**config.mk**
```make
export PLATFORM = sky130hd
export DESIGN_NAME = aon_ctrl
export DESIGN_NICKNAME = d
export VERILOG_FILES = /design/src/logic/aon_pkg.sv /design/src/logic/aon_ctrl.sv
export VERILOG_INCLUDE_DIRS = /design/src /design/src/logic
export SDC_FILE = /design/constraint.sdc
export NUM_CORES = 1
export LEC_CHECK = 0
export BUFFER_PORTS_ARGS = -buffer_cell sky130_fd_sc_hd__buf_2
export CAP_MARGIN = 20
export CORE_ASPECT_RATIO = 0.5
export CORE_UTILIZATION = 50
export DETAILED_ROUTE_END_ITERATION = 12
export GPL_ROUTABILITY_DRIVEN = 0
export PLACE_DENSITY = 0.8
export SYNTH_ARGS = -nofsm -noshare
export SYNTH_HDL_FRONTEND = slang
export SYNTH_SLANG_ARGS = --single-unit
```
**constraint.sdc**
```tcl
create_clock -name aclk -period 2.3 [get_ports aclk]
set_input_delay 0.46 -clock aclk [delete_from_list [all_inputs] [get_ports aclk]]
set_output_delay 0.46 -clock aclk [all_outputs]
set_load 0.02 [all_outputs]
```
**src/logic/aon_consts.svh**
```systemverilog
`ifndef AON_CONSTS_SVH
`define AON_CONSTS_SVH
// Register byte addresses.
`define AON_A_HWR  32'h5000_0300
`define AON_A_STAT 32'h5000_0304
`define AON_A_RAM  32'h5000_0308
`define AON_A_PAD  32'h5000_030c
`define AON_A_HIB  32'h5000_0310
`define AON_A_PWR  32'h5000_0320
`define AON_A_GP   32'h5000_0324
// Writable bit masks; other bits read as zero.
`define AON_M_HWR  16'h0001
`define AON_M_STAT 16'h000f
`define AON_M_RAM  16'h0007
`define AON_M_PAD  16'h0001
`define AON_M_HIB  16'h007f
`define AON_M_PWR  16'h3fcf
`define AON_M_GP   16'h00ef
// Reset values.
`define AON_R_HWR  16'h0000
`define AON_R_STAT 16'h000f
`define AON_R_RAM  16'h0007
`define AON_R_PAD  16'h0001
`define AON_R_HIB  16'h0000
`define AON_R_PWR  16'h0008
`define AON_R_GP   16'h0000
// Reset cause flag positions.
`define AON_B_WDOG 3
`define AON_B_SOFT 2
`define AON_B_PIN  1
`define AON_B_POR  0
// Single control bits.
`define AON_B_PINDIS 0
`define AON_B_LATCH  0
// Hibernation control fields.
`define AON_B_HIBEN 0
`define AON_B_WPOL  1
`define AON_F_WMASK 6:2
// Supply control fields.
`define AON_F_CLAMP  13:10
`define AON_B_CMPOFF 9
`define AON_F_CONV   8:7
`define AON_B_CHGDIS 6
`define AON_B_HMASK  3
`define AON_B_LMASK  2
`define AON_F_LINK   1:0
// Analog, scratch and RAM fields.
`define AON_B_FILT   7
`define AON_B_RCXVDD 6
`define AON_B_RCXREF 5
`define AON_F_SCR    3:0
`define AON_F_RAM    2:0
// Bus responses.
`define AON_RESP_OK  2'b00
`define AON_RESP_ERR 2'b10
`endif

```
**src/logic/aon_pkg.sv**
```systemverilog
package aon_pkg;
  // One register word as software sees it.
  typedef logic [15:0] aon_reg_t;
  // Converter mode codes.
  typedef enum logic [1:0] {
    AON_CONV_AUTO0 = 2'b00,
    AON_CONV_AUTO1 = 2'b01,
    AON_CONV_BUCK  = 2'b10,
    AON_CONV_BOOST = 2'b11
  } aon_conv_e;
  // Battery rail link codes.
  typedef enum logic [1:0] {
    AON_LINK_OFF   = 2'b00,
    AON_LINK_ON    = 2'b01,
    AON_LINK_SLPON = 2'b10,
    AON_LINK_AUTO  = 2'b11
  } aon_link_e;
endpackage

```
**src/logic/aon_ctrl.sv**
```systemverilog
`timescale 1ns/100ps
`include "aon_consts.svh"

module aon_ctrl (
  input  wire logic        aclk,
  input  wire logic        aresetn,
  input  wire logic [31:0] s_axi_awaddr,
  input  wire logic        s_axi_awvalid,
  output logic             s_axi_awready,
  input  wire logic [31:0] s_axi_wdata,
  input  wire logic [3:0]  s_axi_wstrb,
  input  wire logic        s_axi_wvalid,
  output logic             s_axi_wready,
  output logic [1:0]       s_axi_bresp,
  output logic             s_axi_bvalid,
  input  wire logic        s_axi_bready,
  input  wire logic [31:0] s_axi_araddr,
  input  wire logic        s_axi_arvalid,
  output logic             s_axi_arready,
  output logic [31:0]      s_axi_rdata,
  output logic [1:0]       s_axi_rresp,
  output logic             s_axi_rvalid,
  input  wire logic        s_axi_rready,
  input  wire logic        power_on_event,
  input  wire logic        watchdog_reset_event,
  input  wire logic        system_soft_reset_request,
  input  wire logic        core_reset_control_request,
  input  wire logic        reset_capable_pin,
  input  wire logic [4:0]  wakeup_pins,
  input  wire logic        sleep_active,
  input  wire logic        converter_in_boost,
  input  wire logic        por_vbat_high,
  input  wire logic        por_vbat_low,
  output logic             pin_reset_request,
  output logic [2:0]       ram_light_sleep_n,
  output logic             pad_latch_open,
  output logic             clockless_wake_status,
  output logic             hibernation_wake,
  output logic             sleep_power_domain_on,
  output logic             force_boost,
  output logic             force_buck,
  output logic             supply_reset_request,
  output logic             battery_rail_link_on,
  output logic             battery_rail_link_auto,
  output logic [3:0]       retention_clamp_level,
  output logic             sleep_comparator_off,
  output logic             high_rail_charge_en,
  output logic             pin3_pin4_filter_bypass,
  output logic             slow_osc_bias_to_core_supply,
  output logic             slow_osc_bias_to_reference
);

  // Register storage, all sixteen bits wide.
  aon_pkg::aon_reg_t hwr_q, stat_q, ram_q, pad_q, hib_q, pwr_q, gp_q;
  aon_pkg::aon_reg_t stat_d, set_v, rd_v;
  // Write channel holding state.
  logic [31:0] awaddr_q, wdata_q;
  logic [3:0]  wstrb_q;
  logic [1:0]  bresp_q;
  logic        aw_held_q, w_held_q, bvalid_q, wr_go, wr_hit;
  // Read channel state.
  logic [31:0] rdata_q;
  logic [1:0]  rresp_q;
  logic        rvalid_q, rd_hit;
  // Pin synchronisers.
  logic [4:0]  wk_s1_q, wk_s2_q;
  logic [1:0]  por_s1_q, por_s2_q;
  logic        pin_s1_q, pin_s2_q, pin_rst_prev_q, pin_rst_now;
  aon_pkg::aon_conv_e conv;
  aon_pkg::aon_link_e link;

  // Byte-lane merge of a write into a stored word.
  function automatic aon_pkg::aon_reg_t merge(
    input aon_pkg::aon_reg_t old_v,
    input logic [31:0]       new_v,
    input logic [3:0]        strb,
    input aon_pkg::aon_reg_t mask);
    aon_pkg::aon_reg_t m;
    m[7:0]  = strb[0] ? new_v[7:0] : old_v[7:0];
    m[15:8] = strb[1] ? new_v[15:8] : old_v[15:8];
    return m & mask;
  endfunction

  // Handshake outputs follow the holding flags.
  assign s_axi_awready = ~aw_held_q & ~bvalid_q;
  assign s_axi_wready  = ~w_held_q & ~bvalid_q;
  assign s_axi_bvalid  = bvalid_q;
  assign s_axi_bresp   = bresp_q;
  assign s_axi_arready = ~rvalid_q;
  assign s_axi_rvalid  = rvalid_q;
  assign s_axi_rdata   = rdata_q;
  assign s_axi_rresp   = rresp_q;
  assign wr_go = aw_held_q & w_held_q & ~bvalid_q;

  // Write address decode; an unmapped address gets an error response.
  assign wr_hit = awaddr_q inside {
    `AON_A_HWR, `AON_A_STAT, `AON_A_RAM, `AON_A_PAD,
    `AON_A_HIB, `AON_A_PWR, `AON_A_GP};

  always_comb begin
    rd_hit = 1'b1;
    unique case (s_axi_araddr)
      `AON_A_HWR:  rd_v = hwr_q;
      `AON_A_STAT: rd_v = stat_q;
      `AON_A_RAM:  rd_v = ram_q;
      `AON_A_PAD:  rd_v = pad_q;
      `AON_A_HIB:  rd_v = hib_q;
      `AON_A_PWR:  rd_v = pwr_q;
      `AON_A_GP:   rd_v = gp_q;
      default: begin
        rd_v   = '0;
        rd_hit = 1'b0;
      end
    endcase
  end

  // Write address and data are captured in either order.
  always_ff @(posedge aclk) begin
    if (!aresetn) begin
      aw_held_q <= 1'b0;
      w_held_q  <= 1'b0;
      awaddr_q  <= '0;
      wdata_q   <= '0;
      wstrb_q   <= '0;
    end else begin
      if (s_axi_awvalid && s_axi_awready) begin
        aw_held_q <= 1'b1;
        awaddr_q  <= s_axi_awaddr;
      end else if (wr_go) begin
        aw_held_q <= 1'b0;
      end
      if (s_axi_wvalid && s_axi_wready) begin
        w_held_q <= 1'b1;
        wdata_q  <= s_axi_wdata;
        wstrb_q  <= s_axi_wstrb;
      end else if (wr_go) begin
        w_held_q <= 1'b0;
      end
    end
  end

  // Write response one cycle after both halves are held.
  always_ff @(posedge aclk) begin
    if (!aresetn) begin
      bvalid_q <= 1'b0;
      bresp_q  <= `AON_RESP_OK;
    end else if (wr_go) begin
      bvalid_q <= 1'b1;
      bresp_q  <= wr_hit ? `AON_RESP_OK : `AON_RESP_ERR;
    end else if (s_axi_bready) begin
      bvalid_q <= 1'b0;
    end
  end

  // Read data registered one cycle after the address is taken.
  always_ff @(posedge aclk) begin
    if (!aresetn) begin
      rvalid_q <= 1'b0;
      rdata_q  <= '0;
      rresp_q  <= `AON_RESP_OK;
    end else if (s_axi_arvalid && s_axi_arready) begin
      rvalid_q <= 1'b1;
      rdata_q  <= {16'h0000, rd_v};
      rresp_q  <= rd_hit ? `AON_RESP_OK : `AON_RESP_ERR;
    end else if (s_axi_rready) begin
      rvalid_q <= 1'b0;
    end
  end

  // Pins and analog detector lines pass two flip-flops.
  always_ff @(posedge aclk) begin
    if (!aresetn) begin
      pin_s1_q <= 1'b0;
      pin_s2_q <= 1'b0;
      wk_s1_q  <= '0;
      wk_s2_q  <= '0;
      por_s1_q <= '0;
      por_s2_q <= '0;
    end else begin
      pin_s1_q <= reset_capable_pin;
      pin_s2_q <= pin_s1_q;
      wk_s1_q  <= wakeup_pins;
      wk_s2_q  <= wk_s1_q;
      por_s1_q <= {por_vbat_high, por_vbat_low};
      por_s2_q <= por_s1_q;
    end
  end

  assign pin_rst_now = pin_s2_q & ~hwr_q[`AON_B_PINDIS];

  // Edge of the gated pin reset marks one hardware reset.
  always_ff @(posedge aclk) begin
    if (!aresetn) begin
      pin_rst_prev_q <= 1'b0;
    end else begin
      pin_rst_prev_q <= pin_rst_now;
    end
  end

  // Flag set sources; power-on sets every flag.
  always_comb begin
    set_v = '0;
    set_v[`AON_B_WDOG] = watchdog_reset_event;
    set_v[`AON_B_SOFT] = system_soft_reset_request |
                         core_reset_control_request;
    set_v[`AON_B_PIN]  = pin_rst_now & ~pin_rst_prev_q;
    if (power_on_event) begin
      set_v = `AON_R_STAT;
    end
  end

  always_comb begin
    stat_d = stat_q;
    if (wr_go && awaddr_q == `AON_A_STAT) begin
      stat_d = merge(stat_q, wdata_q, wstrb_q, `AON_M_STAT);
    end
    stat_d = stat_d | set_v;
  end

  always_ff @(posedge aclk) begin
    if (!aresetn) begin
      stat_q <= `AON_R_STAT;
    end else begin
      stat_q <= stat_d;
    end
  end

  always_ff @(posedge aclk) begin
    if (!aresetn) begin
      hwr_q <= `AON_R_HWR;
      ram_q <= `AON_R_RAM;
      pad_q <= `AON_R_PAD;
      hib_q <= `AON_R_HIB;
      pwr_q <= `AON_R_PWR;
      gp_q  <= `AON_R_GP;
    end else if (wr_go) begin
      unique case (awaddr_q)
        `AON_A_HWR:
          hwr_q <= merge(hwr_q, wdata_q, wstrb_q, `AON_M_HWR);
        `AON_A_RAM:
          ram_q <= merge(ram_q, wdata_q, wstrb_q, `AON_M_RAM);
        `AON_A_PAD:
          pad_q <= merge(pad_q, wdata_q, wstrb_q, `AON_M_PAD);
        `AON_A_HIB:
          hib_q <= merge(hib_q, wdata_q, wstrb_q, `AON_M_HIB);
        `AON_A_PWR:
          pwr_q <= merge(pwr_q, wdata_q, wstrb_q, `AON_M_PWR);
        `AON_A_GP:
          gp_q  <= merge(gp_q, wdata_q, wstrb_q, `AON_M_GP);
        default: ;
      endcase
    end
  end

  assign conv = aon_pkg::aon_conv_e'(pwr_q[`AON_F_CONV]);
  assign link = aon_pkg::aon_link_e'(pwr_q[`AON_F_LINK]);

  // Control outputs registered from the fields and live inputs.
  always_ff @(posedge aclk) begin
    if (!aresetn) begin
      pin_reset_request            <= 1'b0;
      ram_light_sleep_n            <= 3'h7;
      pad_latch_open               <= 1'b1;
      clockless_wake_status        <= 1'b1;
      hibernation_wake             <= 1'b0;
      sleep_power_domain_on        <= 1'b1;
      force_boost                  <= 1'b0;
      force_buck                   <= 1'b0;
      supply_reset_request         <= 1'b0;
      battery_rail_link_on         <= 1'b0;
      battery_rail_link_auto       <= 1'b0;
      retention_clamp_level        <= 4'h0;
      sleep_comparator_off         <= 1'b0;
      high_rail_charge_en          <= 1'b1;
      pin3_pin4_filter_bypass      <= 1'b0;
      slow_osc_bias_to_core_supply <= 1'b0;
      slow_osc_bias_to_reference   <= 1'b0;
    end else begin
      pin_reset_request <= pin_rst_now;
      ram_light_sleep_n <= ram_q[`AON_F_RAM];
      pad_latch_open <= pad_q[`AON_B_LATCH];
      clockless_wake_status <= ~|((wk_s2_q ^ {5{hib_q[`AON_B_WPOL]}})
                                  & hib_q[`AON_F_WMASK]);
      hibernation_wake <= sleep_active & hib_q[`AON_B_HIBEN] &
                          |((wk_s2_q ^ {5{hib_q[`AON_B_WPOL]}})
                            & hib_q[`AON_F_WMASK]);
      sleep_power_domain_on <= ~(sleep_active & hib_q[`AON_B_HIBEN]);
      force_boost <= (conv == aon_pkg::AON_CONV_BOOST);
      force_buck  <= (conv == aon_pkg::AON_CONV_BUCK);
      supply_reset_request <= (por_s2_q[1] & ~pwr_q[`AON_B_HMASK]) |
                              (por_s2_q[0] & ~pwr_q[`AON_B_LMASK]);
      battery_rail_link_on <= (link == aon_pkg::AON_LINK_ON) |
        ((link == aon_pkg::AON_LINK_SLPON) & sleep_active);
      battery_rail_link_auto <= (link == aon_pkg::AON_LINK_AUTO) |
        ((link == aon_pkg::AON_LINK_SLPON) & ~sleep_active);
      retention_clamp_level <= pwr_q[`AON_F_CLAMP];
      sleep_comparator_off <= pwr_q[`AON_B_CMPOFF] & sleep_active;
      high_rail_charge_en <= ~(pwr_q[`AON_B_CHGDIS] & converter_in_boost);
      pin3_pin4_filter_bypass <= gp_q[`AON_B_FILT];
      slow_osc_bias_to_core_supply <= gp_q[`AON_B_RCXVDD];
      slow_osc_bias_to_reference   <= gp_q[`AON_B_RCXREF];
    end
  end
endmodule // aon_ctrl

```
==> results of run 1 <==
==> synthesized netlist by cell type, types with 3 or more instances <==
cell      count
dfxtp_1     141
or4_1         7
nor2b_1       5
nor3b_1       3
nor4bb_1      5
and2_1       20
nand4_1       4
a21oi_1      65
nor4_4        7
mux2i_1      33
nor4_2        3
nor4_1        9
inv_1        24
mux2_2        5
nand2_1     149
clkbuf_1     29
a31o_2        4
buf_4        20
nand2b_1     14
a221o_1       3
nor4b_1       3
nor2_1       21
nand3_1       7
nor3_1        5
and3_1        7
a32o_1        4
o21ai_0       8
a22o_1        4
==> worst max-delay path, cell delays in order, from the launching register on <==
cell	delay, ps
dfxtp_1	330
nor4b_4	330
nand4b_4	320
nor4_4	500
mux2_2	380
==> metal layers <==
layer | global-route usage, % | up-vias
met1 | 29.0 | 2261
li1 | - | 2402
met2 | 37.4 | 178
met4 | 9.39 | 0
met5 | 0 | -
met3 | 5.98 | 22
==> worst paths after layout <==
check	start	slack [ps]	cells after the start	to
worst max register to register	awaddr_q[27]	330	4	ram_q[1]
worst min-delay path	por_vbat_low	250	2	por_s1_q[0]
worst min register to register	pwr_q[6]	430	1	high_rail_charge_en
worst max-delay path	awaddr_q[27]	330	4	ram_q[1]
==> power by group through the flow <==
stage	sequential (mW)	combinational, mW	clock, mW
after floorplan	2.62	0.329	0
after global placement	2.63	0.458	0
after detailed placement	2.63	0.468	0
after CTS	2.58	0.471	2.85
after global routing	2.59	0.523	2.96
final	2.58	0.468	2.81
==> stage by stage <==
stage | worst slack [ps] | hold slack (ps) | utilization (%) | std cells
finish | 326 | 246 | 64.6 | 933
global route | 189 | 241 | 64.6 | 933
CTS | 312 | 236 | 64.6 | 933
detailed placement | 265 | 419 | 59.1 | 901
global placement | 288 | 419 | 59.1 | 901
floorplan | 453 | 379 | - | 651
==> registers in the layout, indices dropped and copies added (netlist names), 2 cells and up <==
register               flops
awaddr_q                  32
gp_q                       7
hib_q                      7
por_s1_q                   2
por_s2_q                   2
pwr_q                     12
ram_light_sleep_n          3
ram_q                      3
retention_clamp_level      4
s_axi_rdata               14
stat_q                     4
wdata_q                   14
wk_s1_q                    5
wk_s2_q                    5
wstrb_q                    2
==> layout make-up <==
cell class	instances	area, sq um	area share [%]
repair buffers	156	826	11.6
inverters	24	90.1	1.26
clock inverters	13	165	2.31
well taps	145	181	2.54
clock buffers	19	443	6.21
multi-input cells	435	2610	36.5
flip-flops and latches	141	2820	39.6
==> logic make-up after synthesis <==
group,after synthesis,share of synthesized area (%)
and+or+nand+nor,279,26.9
muxes,39,7.16
other,1,0.0656
AOI/OAI and AO/OA,97,10.2
buffers and inverters,75,6.24
DFF,141,49.4
==> impl_results.md, run 1 <==
- Ys async rst share: 0%
- Combinational share of power: 8.0%
- Min-delay worst type: input pin to flop
- Post-synth design cell area: 5720 sq um
- Num CTS Buffers: 17
- Commonest non-fill, non-tap cells in the layout: 149 x nand2_1, 143 x buf_2, 141 x dfxtp_1, 65 x a21oi_1, 33 x mux2i_1
- Via count: 4,863
- Status: finished, final reports clean
- All-Layer GR Usage: 22.9%
- First-pass GRT wire length: 21,500 um
- Slew Limit Fails: 0
- Area leader, netlist: dfxtp_1
- Antenna diodes: 0
- Port buffer count: 143
- Clock sink total: 141
- Fillcell total: 903
- Clock Power Share: 48.0%
- Pleak: 3.03 nW
- Pwr per Cell Area: 821 nW/um^2
- Total wire length: 13,100 um
- Post-DP HPWL: 9310 um
- Die area: 11,900 sq um
- Largest net degree at the start of global routing: 46
- Clock Tree Buf Depth: 2
- Fmax: 506 MHz
- Clock Skews: 8.51 ps
- M1 WL: 5860 um
- Number of flops mapped to enable cells by yosys: 0
- Max_slew headroom: 60.6%
- Min cycle time layout: 1970 ps
- Core area: 11,000 sq um
- Met3 WL: 841 um
- CTS tree: done
- Clock slew at reported path FFs: 60 ps
- Worst EP required: 2600 ps
- Maxcap violations: 0
- Clock root cell: clkbuf_16
- Top_reg_cell synth: dfxtp_1
- # hold bufs at CTS: 0
- Initial DRC count: 221
- Total Power: 5.86 mW
- Antenna-violating nets left: 0
- PostCTS Resize Cnt: 0
- Switching part of the total: 24.2%
- Seq/Total Area, Yosys: 49.4%
- Die height: 77.6 um
- #FFs+latches synth: 141
- H-tree Lvls: 4
- Row count: 27
- Clk_lat worst skew: 420 ps
- Aggregate global routing overflow: 0
- Netlist cell types: 45
- Metal2 WL: 6190 um
- Syn avg cell area: 9.04 sq um
- Worst setup path class: flop to flop
- Crit path max fanout: 9
- Synth area leaders: dfxtp_1 49%, nand2_1 9.8%, mux2i_1 5.8%
- Crit start category: flop
- Setup_tns: 0 ps
- Starting Density: 51.7%
- RSZ-0062 raised after global routing: false
- Worst IR Drop VDD: 0.000421 V
- Routed vias/inst: 5.21
- Commonest non-fill, non-tap cell in the layout: nand2_1
- Hold Vio Cnt, Final: 0
- Nets: 896
- Layout overhead on the synthesized area: 24.8%
- I/O pin count: 184
- Vias in the first global route: 4,453
- Final period util: 85.8%
- Setup violations, final: 0
- Antenna violations before repair: 0
- Sequential share of power: 44.0%
- Worst Setup End Kind: flop
- Uppermost layer routed: met4
- Worst Max-Slew Pin Slew: 590 ps
- Residual DRC: 0
- Placed inst area: 6530 sq um
- Syn Inst Count: 632
- Synth top area share: 49.4%
- Layout cells sized above 1: 27.0%
- Die X-Extent: 153 um
- Drt pass-1 iters: 5
- Synth warn: 0
- WL/cell: 14.1 um
- Data arrival, critical path: 2280 ps
- Final instance area: 7140 sq um
- Setup Buffers After CTS: 0
- NetSw: 1.42 mW
- P_int: 4.44 mW
Power figures use the tool's default switching activity.
==> inputs of run 2 (changes only) <==
Settings changed: ABC_AREA from default to 1.
==> run 2 against run 1 <==
Global-route usage grew 0.55 points; count of clock-buffer cells in the layout rose by 1; clock power fell by 6%.
==> impl_results.md, run 2 <==
- Status: finished, final reports clean
- Sequential share of power: 45.4%
- Post-synth design cell area: 5790 sq um
- Placed insts: 1,046
- Nets: 1,041
- Top reg by flops: awaddr_q
- Synth area leaders: dfxtp_1 49%, nand2_1 10%, nor2_1 8.3%
- Worst IR Drop VDD: 0.000614 V
- First-pass GRT wire length: 22,200 um
- Synth cell count leaders: 155 x nand2_1, 141 x dfxtp_1, 128 x nor2_1
- Worst Max-Slew Pin Slew: 707 ps
- Core area: 11,100 sq um
- Layout Cells excl Fill: 1,076
- Total wire length: 13,700 um
- # hold bufs at CTS: 0
- Clock Tree Buf Depth: 2
- #FFs+latches synth: 141
- Commonest non-fill, non-tap cell in the layout: nand2_1
- Die X-Extent: 154 um
- Vias in the first global route: 4,952
- PostCTS Resize Cnt: 0
- Min-delay worst type: input pin to flop
- I/O pin count: 184
- H-tree Lvls: 4
- Clk_lat worst skew: 410 ps
- Starting Density: 52.1%
- Synth warn: 0
- Via count: 5,395
- Number of flops mapped to enable cells by yosys: 0
- Fmax: 593 MHz
- Ys async rst share: 0%
- Clock Skews: 8.09 ps
- Residual DRC: 0
- Clock Power Share: 46.0%
- Worst setup path class: flop to flop
- Setup Buffers After CTS: 0
- Row count: 27
- Area leader, netlist: dfxtp_1
- NetSw: 1.39 mW
- Max reg flops: 32
- Final instance area: 7080 sq um
- Initial DRC count: 309
- Slew Limit Fails: 0
- Setup violations, final: 0
- Crit path max fanout: 9
- Data arrival, critical path: 1960 ps
- WL/cell: 12.7 um
- Pwr per Cell Area: 814 nW/um^2
- Clock sink total: 141
- Switching part of the total: 24.2%
- Crit start category: flop
- Post-DP HPWL: 9730 um
- All-Layer GR Usage: 23.5%
- Pleak: 3.30 nW
- Layout cells sized above 1: 22.9%
- Clock slew at reported path FFs: 60 ps
- Maxcap violations: 0
- Die height: 78.1 um
- RSZ-0062 raised after global routing: false
- Antenna diodes: 0
- P_int: 4.37 mW
- Syn Inst Count: 783
- Worst Setup End Kind: flop
- Setup_tns: 0 ps
- Routed vias/inst: 5.01
- Die area: 12,000 sq um
- Syn avg cell area: 7.39 sq um
- Synth top area share: 48.8%
- Port buffer count: 143
- Combinational share of power: 8.6%
- Commonest non-fill, non-tap cells in the layout: 155 x nand2_1, 143 x buf_2, 141 x dfxtp_1, 128 x nor2_1, 72 x inv_1
- Placed inst area: 6510 sq um
- Netlist cell types: 36
- Top_reg_cell synth: dfxtp_1
- Largest net degree at the start of global routing: 47
- Aggregate global routing overflow: 0
- Antenna violations before repair: 0
- CTS tree: done
- Final period util: 73.3%
- Seq/Total Area, Yosys: 48.8%
- Clock root cell: clkbuf_16
- Cell with the most instances after synthesis: nand2_1
- Min cycle time layout: 1690 ps
- Layout overhead on the synthesized area: 22.3%
- Drt pass-1 iters: 6
- Hold Vio Cnt, Final: 0
- Max_slew headroom: 52.8%
- Num CTS Buffers: 17
- Antenna-violating nets left: 0
- Worst EP required: 2570 ps
-- run 2: cells by family after synthesis --
family,Yosys count,synth area share (%)
simple gates,370,27.8
buf+inv,129,10.4
compound gates,141,12.9
other cells,1,0.0648
flops,141,48.8
xor+xnor,1,0.151
-- run 2: worst paths after layout --
path / slack [ps] / to / startpoint / depth (start not counted)
setup / recovery: 610 / hib_q[1] / awaddr_q[10] / 8
hold / removal: 220 / wk_s1_q[3] / wakeup_pins[3] / 3
setup reg to reg: 610 / hib_q[1] / awaddr_q[10] / 8
hold reg to reg: 420 / wk_s2_q[3] / wk_s1_q[3] / 2
-- run 2: critical path, cell delays in order, from the launching register on --
cell and delay [ps]:
dfxtp_1 310, nor2_1 130, nand3_1 130, nor2_4 220, nand2_1 130, nor2_4 220, nand2_1 220, nand2_1 120
a21oi_1 60
-- run 2: cell type report --
type	count	area, sq um
Fill cell	987	4030
Sequential cell	141	2820
Multi-Input combinational cell	532	2440
Timing Repair Buffer	151	776
Clock buffer	20	457
Inverter	77	292
Tap cell	145	181
Clock inverter	10	115
-- run 2: power groups by stage --
stage / Clock [mW] / Sequential (mW) / Combinational [mW]
6_report: 2.65 / 2.62 / 0.498
5_1_grt: 2.79 / 2.63 / 0.566
4_1_cts: 2.67 / 2.61 / 0.498
3_5_place_dp: 0 / 2.67 / 0.494
3_3_place_gp: 0 / 2.66 / 0.480
2_1_floorplan: 0 / 2.67 / 0.343
-- run 2: metal layers --
layer | track usage [%] | wire [um] | vias up
li1 | - | - | 2719
met1 | 28.8 | 6060 | 2432
met2 | 39.2 | 6260 | 212
met3 | 6.85 | 1030 | 32
met4 | 9.10 | 329 | 0
met5 | 0 | 0 | -
-- run 2: through the flow --
step | hold slack, ps | power [mW] | setup slack (ps) | utilization, %
floorplan | 381 | 3.01 | 750 | -
detailed placement | 399 | 3.16 | 353 | 58.6
finish | 224 | 5.77 | 614 | 63.7
global route | 221 | 5.98 | 447 | 63.7
global placement | 395 | 3.14 | 397 | 58.6
CTS | 216 | 5.78 | 606 | 63.7
